[config.mk]
export PLATFORM = sky130hd
export DESIGN_NAME = dcr_top
export DESIGN_NICKNAME = d
export VERILOG_FILES = /design/src/logic/dcr_pkg.sv /design/src/logic/dcr_sync.sv /design/src/logic/dcr_bus_edges.sv /design/src/logic/dcr_top.sv
export SDC_FILE = /design/constraint.sdc
export NUM_CORES = 1
export LEC_CHECK = 0
export ABC_AREA = 0
export BUFFER_PORTS_ARGS = -buffer_cell sky130_fd_sc_hd__buf_4
export CORE_ASPECT_RATIO = 0.75
export CORE_MARGIN = 2
export CORE_UTILIZATION = 48
export CTS_CLUSTER_DIAMETER = 80
export CTS_CLUSTER_SIZE = 12
export DETAILED_ROUTE_END_ITERATION = 10
export MAX_ROUTING_LAYER = met4
export PLACE_DENSITY = 0.67
export SLEW_MARGIN = 0
export SYNTH_ARGS = -nofsm -noshare
export SYNTH_HDL_FRONTEND = slang
export SYNTH_SLANG_ARGS = --single-unit
[constraint.sdc]
create_clock -name CORE_CLK -period 2.25 [get_ports CORE_CLK]
set_clock_uncertainty 0.1 [all_clocks]
set_input_delay 0.225 -clock CORE_CLK [delete_from_list [all_inputs] [get_ports CORE_CLK]]
set_output_delay 0.225 -clock CORE_CLK [all_outputs]
set_load 0.01 [all_outputs]
[src/logic/dcr_pkg.sv]
// constants for the deserializer control register bank
// assumes a byte-wide register space reached over an smbus target port
package dcr_pkg;

  // register offsets
  localparam logic [7:0] ADDR_CTRL = 8'h20;
  localparam logic [7:0] ADDR_MODE = 8'h21;
  localparam logic [7:0] ADDR_OVR  = 8'h22;
  localparam logic [7:0] ADDR_LVDS = 8'h27;

  // writable bits; everything else is reserved and reads zero
  localparam logic [7:0] CTRL_MASK = 8'h07;
  localparam logic [7:0] MODE_MASK = 8'h13;
  localparam logic [7:0] OVR_MASK  = 8'h11;
  localparam logic [7:0] LVDS_MASK = 8'hFF;
  localparam logic [7:0] REG_RESET = 8'h00;
  localparam logic [7:0] READ_NONE = 8'h00;

  // field positions
  localparam int CTRL_PWRDN_BIT = 0;
  localparam int CTRL_CHRST_BIT = 1;
  localparam int CTRL_ORDER_BIT = 2;
  localparam int MODE_INSEL_BIT = 4;
  localparam int OVR_MODE_BIT   = 0;
  localparam int OVR_MUX_BIT    = 4;
  localparam int LVDS_SWING_BIT = 7;
  localparam int LVDS_SMBUS_BIT = 6;
  localparam int LVDS_CLK_BIT   = 5;
  localparam int LVDS_LANE_MSB  = 4;

  localparam logic [1:0] MODE_ASI_CODE = 2'h3;
  localparam logic [5:0] ALL_DRIVERS   = 6'h3F;
  localparam logic [3:0] BYTE_BITS     = 4'h8;
  localparam logic [3:0] CNT_ZERO      = 4'h0;

  // smbus byte protocol states
  typedef enum logic [8:0] {
    ST_IDLE  = 9'h001,
    ST_ADDR  = 9'h002,
    ST_ACK_A = 9'h004,
    ST_CMD   = 9'h008,
    ST_ACK_C = 9'h010,
    ST_WDATA = 9'h020,
    ST_ACK_W = 9'h040,
    ST_RDATA = 9'h080,
    ST_RACK  = 9'h100
  } dcr_state_t;

endpackage : dcr_pkg

[src/logic/dcr_sync.sv]
// two-flop synchroniser for a group of asynchronous pins
// assumes each bit is an independent level; no bus coherency implied
`timescale 1ns/10ps
`default_nettype none
module dcr_sync #(
  parameter int         WIDTH = 1,
  parameter logic [3:0] INIT  = 4'h0
) (
  input  wire logic             clk,
  input  wire logic             rst_n,
  input  wire logic [WIDTH-1:0] d,
  output var  logic [WIDTH-1:0] q
);

  logic [WIDTH-1:0] meta;
  logic [WIDTH-1:0] next_meta;
  logic [WIDTH-1:0] next_q;

  // first stage feeds only the second stage
  always_comb begin
    next_meta = d;
    next_q    = meta;
    if (!rst_n) begin
      next_meta = INIT[WIDTH-1:0];
      next_q    = INIT[WIDTH-1:0];
    end
  end

  always_ff @(posedge clk) begin
    meta <= next_meta;
    q    <= next_q;
  end

endmodule : dcr_sync
`default_nettype wire

[src/logic/dcr_bus_edges.sv]
// smbus line event detector: clock edges, start and stop
// assumes scl and sda are already synchronised to clk
`timescale 1ns/10ps
`default_nettype none
module dcr_bus_edges (
  input  wire logic clk,
  input  wire logic rst_n,
  input  wire logic scl,
  input  wire logic sda,
  output var  logic scl_rise,
  output var  logic scl_fall,
  output var  logic start,
  output var  logic stop
);

  logic scl_d;
  logic sda_d;
  logic next_scl_d;
  logic next_sda_d;
  logic next_rise;
  logic next_fall;
  logic next_start;
  logic next_stop;

  // sda moving while scl is high marks start or stop
  always_comb begin
    next_scl_d = scl;
    next_sda_d = sda;
    next_rise  = scl & ~scl_d;
    next_fall  = ~scl & scl_d;
    next_start = scl & scl_d & sda_d & ~sda;
    next_stop  = scl & scl_d & ~sda_d & sda;
    if (!rst_n) begin
      // idle-high history so no false edge follows reset
      next_scl_d = 1'b1;
      next_sda_d = 1'b1;
      next_rise  = 1'b0;
      next_fall  = 1'b0;
      next_start = 1'b0;
      next_stop  = 1'b0;
    end
  end

  always_ff @(posedge clk) begin
    scl_d    <= next_scl_d;
    sda_d    <= next_sda_d;
    scl_rise <= next_rise;
    scl_fall <= next_fall;
    start    <= next_start;
    stop     <= next_stop;
  end

endmodule : dcr_bus_edges
`default_nettype wire

[src/logic/dcr_top.sv]
// control register bank of a serial video deserializer with smbus target
// assumes an external smbus master and pull-ups; sda driven low only
//
// Notes on behaviour
// data-order bit picks lsb-first when clear, msb-first when set.
// channel-reset bit set holds the receive channel in reset.
// digital power-down bit set stops digital processing sections.
// mode register input-select drives the mux only while mux override set.
// mux override clear lets the input-select pin drive the mux.
// mode override set uses mode field, code 11 is asi; else the pin.
// swing bit set gives the larger output swing.
// smbus-control bit set puts each driver under its register enable.
// recovered clock driver enable bit, reset zero.
// lane four and three driver enable bits, reset zero.
// lane two, one and zero driver enable bits, reset zero.
// reserved bits read zero and writes to them do nothing.
`timescale 1ns/10ps
`default_nettype none
module dcr_top #(
  parameter logic [6:0] DEV_ADDR = 7'h2D  // arbitrary target address
) (
  input  wire logic       CORE_CLK,
  input  wire logic       RST_N,
  input  wire logic       SCL,
  input  wire logic       SDA_IN,
  output var  logic       SDA_OUT,
  output var  logic       SDA_OE,
  input  wire logic       INPUT_SELECT_PIN,
  input  wire logic       MODE_SELECT_PIN,
  output var  logic       DATA_ORDER_MSB_FIRST,
  output var  logic       CHANNEL_RESET,
  output var  logic       DIGITAL_POWERDOWN,
  output var  logic       INPUT_SELECT,
  output var  logic       MODE_ASI,
  output var  logic       OUTPUT_SWING_BOOST,
  output var  logic       RECOVERED_CLOCK_OUTPUT_EN,
  output var  logic [4:0] DATA_LANE_EN
);

  logic [3:0] pins_s;
  logic       scl_s;
  logic       sda_s;
  logic       pin_sel;
  logic       pin_mode;
  logic       scl_rise;
  logic       scl_fall;
  logic       start;
  logic       stop;

  // bus lines idle high, strap pins idle low
  dcr_sync #(
    .WIDTH (4),
    .INIT  (4'hC)
  ) u_sync (
    .clk   (CORE_CLK),
    .rst_n (RST_N),
    .d     ({SCL, SDA_IN, INPUT_SELECT_PIN, MODE_SELECT_PIN}),
    .q     (pins_s)
  );

  assign scl_s    = pins_s[3];
  assign sda_s    = pins_s[2];
  assign pin_sel  = pins_s[1];
  assign pin_mode = pins_s[0];

  dcr_bus_edges u_edges (
    .clk      (CORE_CLK),
    .rst_n    (RST_N),
    .scl      (scl_s),
    .sda      (sda_s),
    .scl_rise (scl_rise),
    .scl_fall (scl_fall),
    .start    (start),
    .stop     (stop)
  );

  logic [7:0] ctrl;
  logic [7:0] mode;
  logic [7:0] ovr;
  logic [7:0] lvds;

  // reserved positions are masked off at write time
  function automatic logic [7:0] wr_val(input logic [7:0] d, input logic [7:0] m);
    wr_val = d & m;
  endfunction : wr_val

  // unmapped offsets read as zero
  function automatic logic [7:0] rd_reg(input logic [7:0] a, input logic [7:0] c,
                                        input logic [7:0] md, input logic [7:0] o,
                                        input logic [7:0] l);
    case (a)
      dcr_pkg::ADDR_CTRL: rd_reg = c;
      dcr_pkg::ADDR_MODE: rd_reg = md;
      dcr_pkg::ADDR_OVR:  rd_reg = o;
      dcr_pkg::ADDR_LVDS: rd_reg = l;
      default:            rd_reg = dcr_pkg::READ_NONE;
    endcase
  endfunction : rd_reg

  dcr_pkg::dcr_state_t state;
  dcr_pkg::dcr_state_t next_state;
  logic [3:0] bitcnt;
  logic [3:0] next_bitcnt;
  logic [7:0] shreg;
  logic [7:0] next_shreg;
  logic [7:0] txreg;
  logic [7:0] next_txreg;
  logic [7:0] ptr;
  logic [7:0] next_ptr;
  logic       rw;
  logic       next_rw;
  logic       next_oe;
  logic       wr_stb;
  logic       next_wr_stb;
  logic [7:0] wr_data;
  logic [7:0] next_wr_data;

  // byte protocol; sda only changes after scl has fallen
  always_comb begin
    logic [7:0] rd_byte;
    rd_byte      = rd_reg(ptr, ctrl, mode, ovr, lvds);
    next_state   = state;
    next_bitcnt  = bitcnt;
    next_shreg   = shreg;
    next_txreg   = txreg;
    next_ptr     = ptr;
    next_rw      = rw;
    next_oe      = SDA_OE;
    next_wr_stb  = 1'b0;
    next_wr_data = wr_data;
    if (start) begin
      next_state  = dcr_pkg::ST_ADDR;
      next_bitcnt = dcr_pkg::CNT_ZERO;
      next_oe     = 1'b0;
    end else if (stop) begin
      next_state = dcr_pkg::ST_IDLE;
      next_oe    = 1'b0;
    end else if (scl_rise && state != dcr_pkg::ST_IDLE) begin
      next_shreg  = {shreg[6:0], sda_s};
      next_bitcnt = bitcnt + 4'h1;
    end else if (scl_fall) begin
      case (state)
        dcr_pkg::ST_ADDR: begin
          if (bitcnt == dcr_pkg::BYTE_BITS) begin
            if (shreg[7:1] == DEV_ADDR) begin
              next_oe    = 1'b1;
              next_rw    = shreg[0];
              next_state = dcr_pkg::ST_ACK_A;
            end else begin
              next_state = dcr_pkg::ST_IDLE;  // not for us, wait for next start
            end
          end
        end
        dcr_pkg::ST_ACK_A: begin
          next_bitcnt = dcr_pkg::CNT_ZERO;
          if (rw) begin
            next_txreg = rd_byte;
            next_oe    = ~rd_byte[7];
            next_state = dcr_pkg::ST_RDATA;
          end else begin
            next_oe    = 1'b0;
            next_state = dcr_pkg::ST_CMD;
          end
        end
        dcr_pkg::ST_CMD: begin
          if (bitcnt == dcr_pkg::BYTE_BITS) begin
            next_ptr   = shreg;
            next_oe    = 1'b1;
            next_state = dcr_pkg::ST_ACK_C;
          end
        end
        dcr_pkg::ST_ACK_C, dcr_pkg::ST_ACK_W: begin
          // pointer moves only after the write strobe has been used
          if (state == dcr_pkg::ST_ACK_W) begin
            next_ptr = ptr + 8'h01;
          end
          next_oe     = 1'b0;
          next_bitcnt = dcr_pkg::CNT_ZERO;
          next_state  = dcr_pkg::ST_WDATA;
        end
        dcr_pkg::ST_WDATA: begin
          if (bitcnt == dcr_pkg::BYTE_BITS) begin
            next_wr_stb  = 1'b1;
            next_wr_data = shreg;
            next_oe      = 1'b1;
            next_state   = dcr_pkg::ST_ACK_W;
          end
        end
        dcr_pkg::ST_RDATA: begin
          if (bitcnt == dcr_pkg::BYTE_BITS) begin
            next_oe    = 1'b0;
            next_ptr   = ptr + 8'h01;
            next_state = dcr_pkg::ST_RACK;
          end else if (bitcnt != dcr_pkg::CNT_ZERO) begin
            next_txreg = {txreg[6:0], 1'b0};
            next_oe    = ~txreg[6];
          end
        end
        dcr_pkg::ST_RACK: begin
          next_bitcnt = dcr_pkg::CNT_ZERO;
          if (!shreg[0]) begin
            next_txreg = rd_byte;
            next_oe    = ~rd_byte[7];
            next_state = dcr_pkg::ST_RDATA;
          end else begin
            next_state = dcr_pkg::ST_IDLE;  // master nack ends the read
          end
        end
        default: begin
          next_state = dcr_pkg::ST_IDLE;
        end
      endcase
    end
    if (!RST_N) begin
      next_state   = dcr_pkg::ST_IDLE;
      next_bitcnt  = dcr_pkg::CNT_ZERO;
      next_shreg   = dcr_pkg::REG_RESET;
      next_txreg   = dcr_pkg::REG_RESET;
      next_ptr     = dcr_pkg::REG_RESET;
      next_rw      = 1'b0;
      next_oe      = 1'b0;
      next_wr_stb  = 1'b0;
      next_wr_data = dcr_pkg::REG_RESET;
    end
  end

  always_ff @(posedge CORE_CLK) begin
    state   <= next_state;
    bitcnt  <= next_bitcnt;
    shreg   <= next_shreg;
    txreg   <= next_txreg;
    ptr     <= next_ptr;
    rw      <= next_rw;
    SDA_OE  <= next_oe;
    SDA_OUT <= 1'b0;  // open drain: only ever pulls low
    wr_stb  <= next_wr_stb;
    wr_data <= next_wr_data;
  end

  logic [7:0] next_ctrl;
  logic [7:0] next_mode;
  logic [7:0] next_ovr;
  logic [7:0] next_lvds;

  // register bank; writes to unmapped offsets are dropped
  always_comb begin
    next_ctrl = ctrl;
    next_mode = mode;
    next_ovr  = ovr;
    next_lvds = lvds;
    if (wr_stb) begin
      case (ptr)
        dcr_pkg::ADDR_CTRL: next_ctrl = wr_val(wr_data, dcr_pkg::CTRL_MASK);
        dcr_pkg::ADDR_MODE: next_mode = wr_val(wr_data, dcr_pkg::MODE_MASK);
        dcr_pkg::ADDR_OVR:  next_ovr  = wr_val(wr_data, dcr_pkg::OVR_MASK);
        dcr_pkg::ADDR_LVDS: next_lvds = wr_val(wr_data, dcr_pkg::LVDS_MASK);
        default: begin
        end
      endcase
    end
    if (!RST_N) begin
      next_ctrl = dcr_pkg::REG_RESET;
      next_mode = dcr_pkg::REG_RESET;
      next_ovr  = dcr_pkg::REG_RESET;
      next_lvds = dcr_pkg::REG_RESET;
    end
  end

  always_ff @(posedge CORE_CLK) begin
    ctrl <= next_ctrl;
    mode <= next_mode;
    ovr  <= next_ovr;
    lvds <= next_lvds;
  end

  logic       next_order;
  logic       next_chrst;
  logic       next_pwrdn;
  logic       next_insel;
  logic       next_asi;
  logic       next_swing;
  logic [5:0] next_drv;

  // control outputs, registered so that pins see no decode glitches
  always_comb begin
    next_order = ctrl[dcr_pkg::CTRL_ORDER_BIT];
    next_chrst = ctrl[dcr_pkg::CTRL_CHRST_BIT];
    next_pwrdn = ctrl[dcr_pkg::CTRL_PWRDN_BIT];
    next_insel = ovr[dcr_pkg::OVR_MUX_BIT] ? mode[dcr_pkg::MODE_INSEL_BIT]
                                           : pin_sel;
    next_asi   = ovr[dcr_pkg::OVR_MODE_BIT] ? (mode[1:0] == dcr_pkg::MODE_ASI_CODE)
                                            : pin_mode;
    next_swing = lvds[dcr_pkg::LVDS_SWING_BIT];
    // without register control every driver stays on
    next_drv   = lvds[dcr_pkg::LVDS_SMBUS_BIT] ? lvds[dcr_pkg::LVDS_CLK_BIT:0]
                                               : dcr_pkg::ALL_DRIVERS;
    if (!RST_N) begin
      next_order = 1'b0;
      next_chrst = 1'b0;
      next_pwrdn = 1'b0;
      next_insel = 1'b0;
      next_asi   = 1'b0;
      next_swing = 1'b0;
      next_drv   = dcr_pkg::ALL_DRIVERS;
    end
  end

  always_ff @(posedge CORE_CLK) begin
    DATA_ORDER_MSB_FIRST      <= next_order;
    CHANNEL_RESET             <= next_chrst;
    DIGITAL_POWERDOWN         <= next_pwrdn;
    INPUT_SELECT              <= next_insel;
    MODE_ASI                  <= next_asi;
    OUTPUT_SWING_BOOST        <= next_swing;
    RECOVERED_CLOCK_OUTPUT_EN <= next_drv[dcr_pkg::LVDS_CLK_BIT];
    DATA_LANE_EN              <= next_drv[dcr_pkg::LVDS_LANE_MSB:0];
  end
endmodule : dcr_top
`default_nettype wire

==> summary.txt, run 1 <==
Timing
  – Final setup fails: 0
  – Worst rel slew slack: 62.72%
  – Max-slew violations: 0
  – Slew @ Worst Pin: 0.5584 ns
  – Tmin final: approximately 2.2 ns
  – FMAX: 0.4516 GHz
  – RSZ-0062 raised after global routing: yes
  – Hold Fails Final Rpt: 0
  – Setup_tns: 0 ns
  – Crit share post-route: a little over nine tenths

Finish
  – Most frequent cells in the layout: 87 x dfxtp_1, 56 x nor2_1, 55 x buf_4, 37 x mux2i_1, 27 x nand2_1
  – Final net count: 500
  – FF+latch area: 1784 um^2
  – Area of the multi-input gates: between 2000 and 2500 um^2
  – Fillers: between 700 and 800
  – Commonest non-fill, non-tap cell in the layout: dfxtp_1
  – Share of cells above drive strength 1: 22.72%
  – Area Overhead vs Synth: 18.69%
  – Antenna Cells: 0
  – Final Util: between 50% and 60%

Worst setup path
  – Crit-path cells: or4_4 > or3_4 > o21ai_4 > o221ai_2 > nor3_2 > mux2_2
  – Startpoint types: register
  – Data required, critical path: around 2.4 ns
  – Crit-path max cell delay: 0.55 ns
  – Crit. End Element: register
  – Crit path max fanout: 3
  – Delay-heaviest family, CP: simple AND/OR/NAND/NOR gates
  – Worst endpoint data arrival time: 2.37 ns
  – Worst setup path class: reg2reg
  – Buffers and inverters on the worst path: 0
  – Slowest-stage cell, CP: or4_4

Synthesis
  – Netlist cell types: between 60 and 70
  – Ys Warns: 0
  – Post-synth EDFFs: 0
  – Yosys reg bits: 89
  – Register area share after synthesis: 44.28%
  – Synth area leaders: dfxtp_1 44%, mux2i_1 9.2%, nor2_1 5.3%
  – Most area-hungry cell type in the Yosys netlist: dfxtp_1
  – Ys async rst share: 0%
  – Synthesized area: 4024 um^2
  – Top cell type's share of synthesized area: ~44%
  – Avg Cell Area, Syn: 9.124 um^2
  – Most used flip-flop cell after synthesis: dfxtp_1
  – Syn Inst Count: 441
  – Net Count, Synth: 453

Power and ir drop
  – Peak supply drop: 380.6 uV
  – Net Sw Power: just under 600 uW
  – Power share of the clock group: 36.8%
  – Leakage: 1.839 nW
  – PwrDens: 562.0 nW/um^2
  – Net Sw Frac: 22.18%
  – Comb pwr share: under 10%
  – Sequential power share: 59.4%
  – Pint: 2.089 mW

Detailed routing
  – DR pass1 iterations: 5
  – # DRC: 0
  – Antenna viol nets, final: 0
  – WL/cell: 16.02 um
  – Vias/cell: 5.609
  – DR iter-0 viols: between 200 and 300
  – Via count: between 3000 and 4000
  – Routed WL: between 9000 and 10000 um

Min path
  – Hold WC Path Type: in2reg

Floorplanning
  – Total Die Area: 9139 um^2
  – Core area: 8023 um^2
  – Initial Util: 50.16%
  – Die height: 83.29 um
  – # IOs: 20
  – Row count: 28
  – Die Width: between 100 and 150 um

Global routing
  – Vias in the first global route: slightly above 3000
  – Global-route wire length before repair: 15240 um
  – GRT Total Usage: 22.05%
  – Pin count of the biggest net entering global routing: 33
  – Total grt overflow: 0
  – Initial antenna violation count: 0

Clock tree
  – CTS root buffer: clkbuf_8
  – H-tree Lvls: 3
  – CTS Buf Count: 9
  – CTS Buffer Depth: 2
  – Clock transition at the registers of the reported paths: 0.08 ns
  – Post-CTS setup buffer count: 0
  – CTS sink count: 89
  – Clock Latency Late Sink: approximately 0.36 ns
  – CTS tree: built

Placed design
  – Final GP Congestion: ~0.96
  – Detailed Place HPWL: 6869 um
  – Buffers on Ports: 18

Flow run
  – Max cap viols: 0

Outcome
  – Status: completed
[metal layers]
layer / wire length (um) / global-route usage (%) / vias up / share of wire (%)
met2: 3962 / 29.57 / 100 / 41
li1: - / - / 1648 / -
met4: 157 / 4.258 / 0 / 1.6
met3: 728 / 5.573 / 16 / 7.6
met1: 4731 / 33.32 / 1590 / 49
met5: 0 / - / - / 0
[per-stage QoR]
step,instance area [um^2],hold WS (ns),setup slack (ns),instances,power [mW]
floorplan,4024,0.1980,0.01478,441,1.683
global placement,4446,0.2902,0.02981,577,1.721
detailed placement,4446,0.2956,0.003316,577,1.721
CTS,4676,0.01979,0.001709,597,2.713
global route,4776,0.02848,-0.03395,598,2.793
finish,4776,0.03500,0.03552,598,2.684
[synth_stat cells, types with 5 or more instances]
| master | instances |
|---|---|
| a211oi_1 | 6 |
| a21oi_1 | 18 |
| a22oi_1 | 9 |
| and2_1 | 10 |
| buf_2 | 7 |
| clkbuf_1 | 14 |
| dfxtp_1 | 89 |
| ha_1 | 6 |
| inv_1 | 12 |
| mux2i_1 | 37 |
| nand2_1 | 28 |
| nand2b_1 | 13 |
| nand3_1 | 14 |
| nor2_1 | 57 |
| nor3_1 | 15 |
| o21ai_0 | 11 |
| or2_2 | 9 |
| xor2_1 | 5 |
[worst register-to-register path: stages, from the launching register on]
cell      delay, ns
dfxtp_2        0.33
or4_4          0.55
or3_4          0.38
o21ai_4        0.08
o221ai_2       0.14
nor3_2         0.17
mux2_2         0.35
[final timing paths]
check / from / end / slack [ns] / cells after the start
setup / recovery: state[3] / SDA_OE / 0.04 / 6
hold / removal: RST_N / u_sync.meta[3] / 0.03 / 2
setup reg to reg: state[3] / SDA_OE / 0.04 / 6
hold reg to reg: u_sync.meta[2] / u_sync.q[2] / 0.31 / 1
[final cells by class]
class                      instances  area share (%)
tap                              105           2.751
clock inverter                     2          0.2620
timing repair buffer              60           9.798
inverter                          13           1.022
multi-input combinational        315           45.40
clock buffer                      14           3.406
sequential                        89           37.36
[cell families (layout without fill, tap and decap cells)]
logic type,after synthesis,count (layout),synth area share [%]
AOI/OAI and AO/OA,77,77,13.81
xor gates and xnor gates,7,7,1.524
adders and majority gates,6,6,1.866
buffers and inverters,38,89,4.446
DFF,89,89,44.28
muxes,39,39,9.764
other,1,1,0.09319
and+or+nand+nor,184,185,24.22
[registers in the layout, summed over array words and instances (netlist names), 2 cells and up]
register and flops:
ovr 2, wr_data 8, u_sync.q 4, u_sync.meta 4, shreg 8, ptr 8, bitcnt 4, txreg 7
ctrl 3, mode 3, DATA_LANE_EN 5, lvds 8, state 9
[power groups by stage]
stage | combinational, mW | clock [mW] | sequential, mW
after global placement | 0.0906 | 0 | 1.63
after CTS | 0.0969 | 1.02 | 1.59
after detailed placement | 0.0910 | 0 | 1.63
after floorplan | 0.0547 | 0 | 1.63
after global routing | 0.111 | 1.09 | 1.60
final | 0.102 | 0.989 | 1.59
[repair_timing]
item	4_1_cts	5_1_grt
endpoints found under the hold margin	4	0
gates resized for setup	3	18
setup endpoints to repair	3	19
hold buffers	4	0
pin swaps	1	4
gates cloned	0	1
No activity file was read; power rests on OpenSTA's default activity.
==> run 2, diff against run 1 <==
CORE_UTILIZATION = 25   (was 48)
CTS_CLUSTER_DIAMETER = not set   (was 80)
PLACE_DENSITY = not set   (was 0.67)
==> summary.txt, run 2 (synthesis results as in run 1) <==
Power and ir drop
  – Power share of the clock group: about half
  – Net Sw Frac: a little over a fifth
  – PwrDens: 652.9 nW/um^2
  – Comb pwr share: 3.1%
  – Net Sw Power: 711.5 uW
  – Peak supply drop: 343.5 uV
  – Leakage: 1.939 nW
  – Pint: 2.634 mW
  – Sequential power share: 47.7%

Timing
  – RSZ-0062 raised after global routing: yes
  – Final setup fails: 1
  – Setup_tns: -0.03421 ns
  – Max-slew violations: 0
  – Setup WS post-layout: -0.03421 ns
  – Hold Fails Final Rpt: 0
  – Slew @ Worst Pin: about 0.6 ns
  – Worst hold margin: 0.07276 ns
  – Worst rel slew slack: 60.04%
  – Tmin final: 2.284 ns
  – Crit share post-route: 101.5%
  – FMAX: 0.4378 GHz

Clock tree
  – CTS Buf Count: 9
  – H-tree Lvls: 3
  – CTS sink count: 89
  – CTS Buffer Depth: 2
  – CTS root buffer: clkbuf_16
  – CTS tree: built
  – Clock Latency Late Sink: 0.35 ns
  – Clock transition at the registers of the reported paths: 0.07 ns

Floorplanning
  – Core area: 15870 um^2
  – Die Width: 150.5 um
  – Initial Util: 25.36%
  – Total Die Area: 17140 um^2
  – Row count: 40
  – Die height: 113.9 um
  – # IOs: 20

Min path
  – Hold WC Path Type: in2reg

Outcome
  – Status: complete, but fails checks
  – Failing checks: setup timing

Worst setup path
  – Crit. End Element: register
  – Worst setup path class: reg2reg
  – Slowest-stage cell, CP: or4_4
  – Startpoint types: register
  – Buffers and inverters on the worst path: 0
  – Delay-heaviest family, CP: simple AND/OR/NAND/NOR gates
  – Reg2reg setup slack: -0.03 ns
  – Crit-path max cell delay: 0.54 ns
  – Worst endpoint data arrival time: 2.42 ns
  – Data required, critical path: 2.39 ns
  – Crit path max fanout: 3
  – Crit-path cells: or4_4 > or3_4 > o21ai_4 > o221ai_2 > nor3_2 > mux2_4

Finish
  – Reg with most FFs: state
  – Share of cells above drive strength 1: 24.85%
  – Antenna Cells: 0
  – Finished Layout Cells: 709
  – Area Overhead vs Synth: 27.33%
  – Largest register FFs: 9
  – Most frequent cells in the layout: 87 x dfxtp_1, 61 x buf_4, 56 x nor2_1, 37 x mux2i_1, 28 x nand2_1
  – Commonest non-fill, non-tap cell in the layout: dfxtp_1
  – Fillers: around 1600
  – Final net count: 506

Flow run
  – Max cap viols: 0

Global routing
  – Total grt overflow: 0
  – Vias in the first global route: 3095
  – Initial antenna violation count: 0
  – Pin count of the biggest net entering global routing: 35
  – Global-route wire length before repair: 16090 um
  – GRT Total Usage: around an eighth

Detailed routing
  – Antenna viol nets, final: 0
  – WL/cell: 14.53 um
  – DR pass1 iterations: 4
  – Via count: about 3300
  – DR iter-0 viols: 242
  – Vias/cell: 4.715
  – Routed WL: 10300 um
  – # DRC: 0

Placed design
  – Final GP Congestion: 0.8962
  – Placed instance count: a little under 700
  – Detailed Place HPWL: 7248 um
  – Placement Setup Slack: 0.01967 ns
  – Buffers on Ports: 18
## run 2: cell count changes in the layout (fill, tap and decap cells not counted), moves of 3 or more
| cell | before | now |
|---|---|---|
| clkbuf_1 | 3 | 0 |
| buf_4 | 55 | 61 |
| clkbuf_16 | 0 | 9 |
| clkbuf_8 | 11 | 1 |
## run 2: cell type report
class                      instances  area (um^2)  area share, %
inverter                          13        48.80         0.9524
timing repair buffer              66        518.0          10.11
sequential                        89         1784          34.82
clock buffer                      10        239.0          4.664
clock inverter                     6        91.34          1.783
multi-input combinational        315         2180          42.54
tap                              210        262.8          5.128
## run 2: per-layer routing
layer / up-vias / wire (um) / global-route usage (%)
li1: 1663 / - / -
met1: 1590 / 5190 / 17.32
met2: 78 / 4372 / 16.45
met3: 12 / 615 / 4.440
met4: 0 / 120 / 3.396
met5: - / 0 / -
## run 2: stage by stage
step / area, um^2 / total power, mW / utilization [%]
finish: 5124 / 3.345 / 32.30
global route: 5124 / 3.458 / 32.30
CTS: 4982 / 3.370 / 31.40
detailed placement: 4612 / 1.723 / 29.07
global placement: 4612 / 1.722 / 29.07
floorplan: 4024 / 1.683 / -
## run 2: worst paths after layout
kind,endpoint,start,depth (start not counted)
setup / recovery,SDA_OE,state[3],6
hold / removal,u_edges.scl_d,RST_N,2
hold reg to reg,u_sync.q[2],u_sync.meta[2],1
setup reg to reg,SDA_OE,state[3],6
## run 2: what timing repair did
item / CTS / global route
setup endpoints to repair: 0 / 31
gates resized for setup: 0 / 22
endpoints found under the hold margin: 4 / 0
setup buffers: 0 / 3
hold buffers: 4 / 0
## run 2: power groups by stage
stage	combinational [mW]	sequential, mW	clock [mW]
CTS	0.0972	1.60	1.68
floorplan	0.0547	1.63	0
global placement	0.0913	1.63	0
detailed placement	0.0918	1.63	0
finish	0.103	1.60	1.65
global route	0.112	1.60	1.75
==> run 3, diff against run 2 <==
BUFFER_PORTS_ARGS = not set   (was -buffer_cell sky130_fd_sc_hd__buf_4)
CTS_BUF_LIST = sky130_fd_sc_hd__clkbuf_8   (was not set)
DONT_BUFFER_PORTS = 1   (was not set)
==> summary.txt, run 3 (synthesis results as in run 1) <==
Timing
  – Hold Fails Final Rpt: 0
  – Final setup fails: 0
  – Worst rel slew slack: about two fifths
  – FMAX: 0.4545 GHz
  – RSZ-0062 raised after global routing: yes
  – Setup_tns: 0 ns
  – Crit share post-route: 97.79%
  – Max-slew violations: 0
  – Tmin final: 2.200 ns
  – Slew @ Worst Pin: 0.8931 ns
  – Setup WS post-layout: 0.04971 ns

Floorplanning
  – Row count: 40
  – # IOs: 20
  – Die height: 113.9 um
  – Initial Util: 25.36%
  – Die Width: 150.5 um
  – Total Die Area: 17140 um^2
  – Core area: 15870 um^2

Min path
  – Hold Path Origin: RST_N
  – Hold Path Sink: DATA_LANE_EN[3]
  – Hold WC Path Type: in2reg
  – Hold Path Depth: 2

Global routing
  – GRT Total Usage: 12.58%
  – Global-route wire length before repair: 16420 um
  – Total grt overflow: 0
  – Vias in the first global route: 3133
  – Pin count of the biggest net entering global routing: 33
  – Initial antenna violation count: 0

Clock tree
  – Clock transition at the registers of the reported paths: 0.10 ns
  – Clock Latency Late Sink: 0.37 ns
  – CTS sink count: 89
  – H-tree Lvls: 3
  – CTS Buffer Depth: 2
  – CTS root buffer: clkbuf_8
  – CTS Buf Count: 9
  – CTS tree: built

Power and ir drop
  – PwrDens: about 600 nW/um^2
  – Comb pwr share: 3.2%
  – Sequential power share: 54.4%
  – Total Power: 2.929 mW
  – Peak supply drop: about 240 uV
  – Net Sw Frac: 22.06%
  – Pint: ~2.3 mW
  – Net Sw Power: 646.0 uW
  – Power share of the clock group: 42.4%
  – Leakage: between 1.5 and 2 nW

Placed design
  – Final GP Congestion: 0.9518
  – Detailed Place HPWL: 7365 um
  – Buffers on Ports: 0
  – Placement Setup Slack: 0.03578 ns

Worst setup path
  – End of the worst register-to-register path: SDA_OE
  – Worst-case reg-to-reg path depth: 6
  – Crit path max fanout: 4
  – Startpoint types: register
  – Worst setup path class: reg2reg
  – FF-to-FF Start: state[3]
  – Data required, critical path: roughly 2.4 ns
  – Crit. End Element: register
  – Worst endpoint data arrival time: around 2.4 ns
  – Reg2reg setup slack: 0.05 ns

Finish
  – Reg with most FFs: state
  – Most frequent cells in the layout: 88 x dfxtp_1, 57 x nor2_1, 43 x buf_4, 37 x mux2i_1, 28 x nand2_1
  – Final net count: 490
  – Area Overhead vs Synth: 20.80%
  – Fillers: 1643
  – Antenna Cells: 0
  – FF+latch area: 1783 um^2
  – Area of the multi-input gates: 2133 um^2
  – Commonest non-fill, non-tap cell in the layout: dfxtp_1
  – Share of cells above drive strength 1: 21.12%
  – Largest register FFs: 9

Detailed routing
  – DR iter-0 viols: 193
  – Via count: roughly 3300
  – Antenna viol nets, final: 0
  – # DRC: 0
  – Routed WL: 10220 um
  – DR pass1 iterations: 4
  – Vias/cell: 4.782
  – WL/cell: 14.74 um

Outcome
  – Status: completed

Flow run
  – Max cap viols: 0
run 3: cell count changes in the layout (fill, tap and decap cells not counted), moves of 2 or more:
cell,before,now
clkbuf_16,9,0
buf_4,61,43
a211oi_2,5,3
a211oi_1,4,6
clkbuf_8,1,10
clkinvlp_4,3,1
run 3: worst max path at each step:
| stage | start | endpoint | slack (ns) |
|---|---|---|---|
| finish | state[3] | SDA_OE | 0.05 |
| global route | state[8] | txreg[5] | -0.01 |
| CTS | bitcnt[0] | ptr[2] | 0.008 |
| detailed placement | bitcnt[0] | ptr[2] | 0.04 |
| global placement | state[3] | SDA_OE | 0.04 |
| floorplan | state[3] | SDA_OE | 0.01 |
run 3: critical path, cell delays in order (launching register included):
cell	delay [ns]
dfxtp_1	0.33
or4_4	0.54
or3_4	0.38
o21ai_2	0.09
o221ai_2	0.13
nor3_2	0.20
mux2_2	0.34
run 3: layout make-up:
type	instances	share of cell area, %
sequential	89	36.68
inverter	13	1.004
timing repair buffer	50	8.340
multi-input combinational	315	43.89
clock inverter	6	1.853
tap	210	5.405
clock buffer	10	2.831
run 3: stage by stage:
| step | cells | utilization (%) | cell area [um^2] | hold WS (ns) |
|---|---|---|---|---|
| global route | 693 | 30.64 | 4861 | 0.09508 |
| floorplan | 441 | - | 4024 | 0.1980 |
| detailed placement | 668 | 28.27 | 4484 | 0.2068 |
| CTS | 690 | 30.08 | 4772 | 0.07010 |
| global placement | 668 | 28.27 | 4484 | 0.2047 |
| finish | 693 | 30.64 | 4861 | 0.08577 |
run 3: repair_timing:
item	CTS	global route
setup endpoints to repair	0	29
endpoints found under the hold margin	26	0
hold buffers	6	0
setup buffers	0	2
gates resized for setup	0	16
run 3: power by group through the flow:
stage | registers (mW) | logic (mW) | clock network, mW
global placement | 1.63 | 0.0761 | 0
floorplan | 1.63 | 0.0547 | 0
global route | 1.60 | 0.102 | 1.34
CTS | 1.59 | 0.0905 | 1.27
detailed placement | 1.63 | 0.0763 | 0
finish | 1.59 | 0.0935 | 1.24
run 3: routing by layer:
| layer | share of wire [%] | global-route usage, % | wire (um) |
|---|---|---|---|
| met3 | 5.0 | 2.840 | 511 |
| met1 | 52 | 18.13 | 5287 |
| met2 | 42 | 17.36 | 4274 |
| met4 | 1.4 | 3.774 | 141 |
| met5 | 0 | - | 0 |
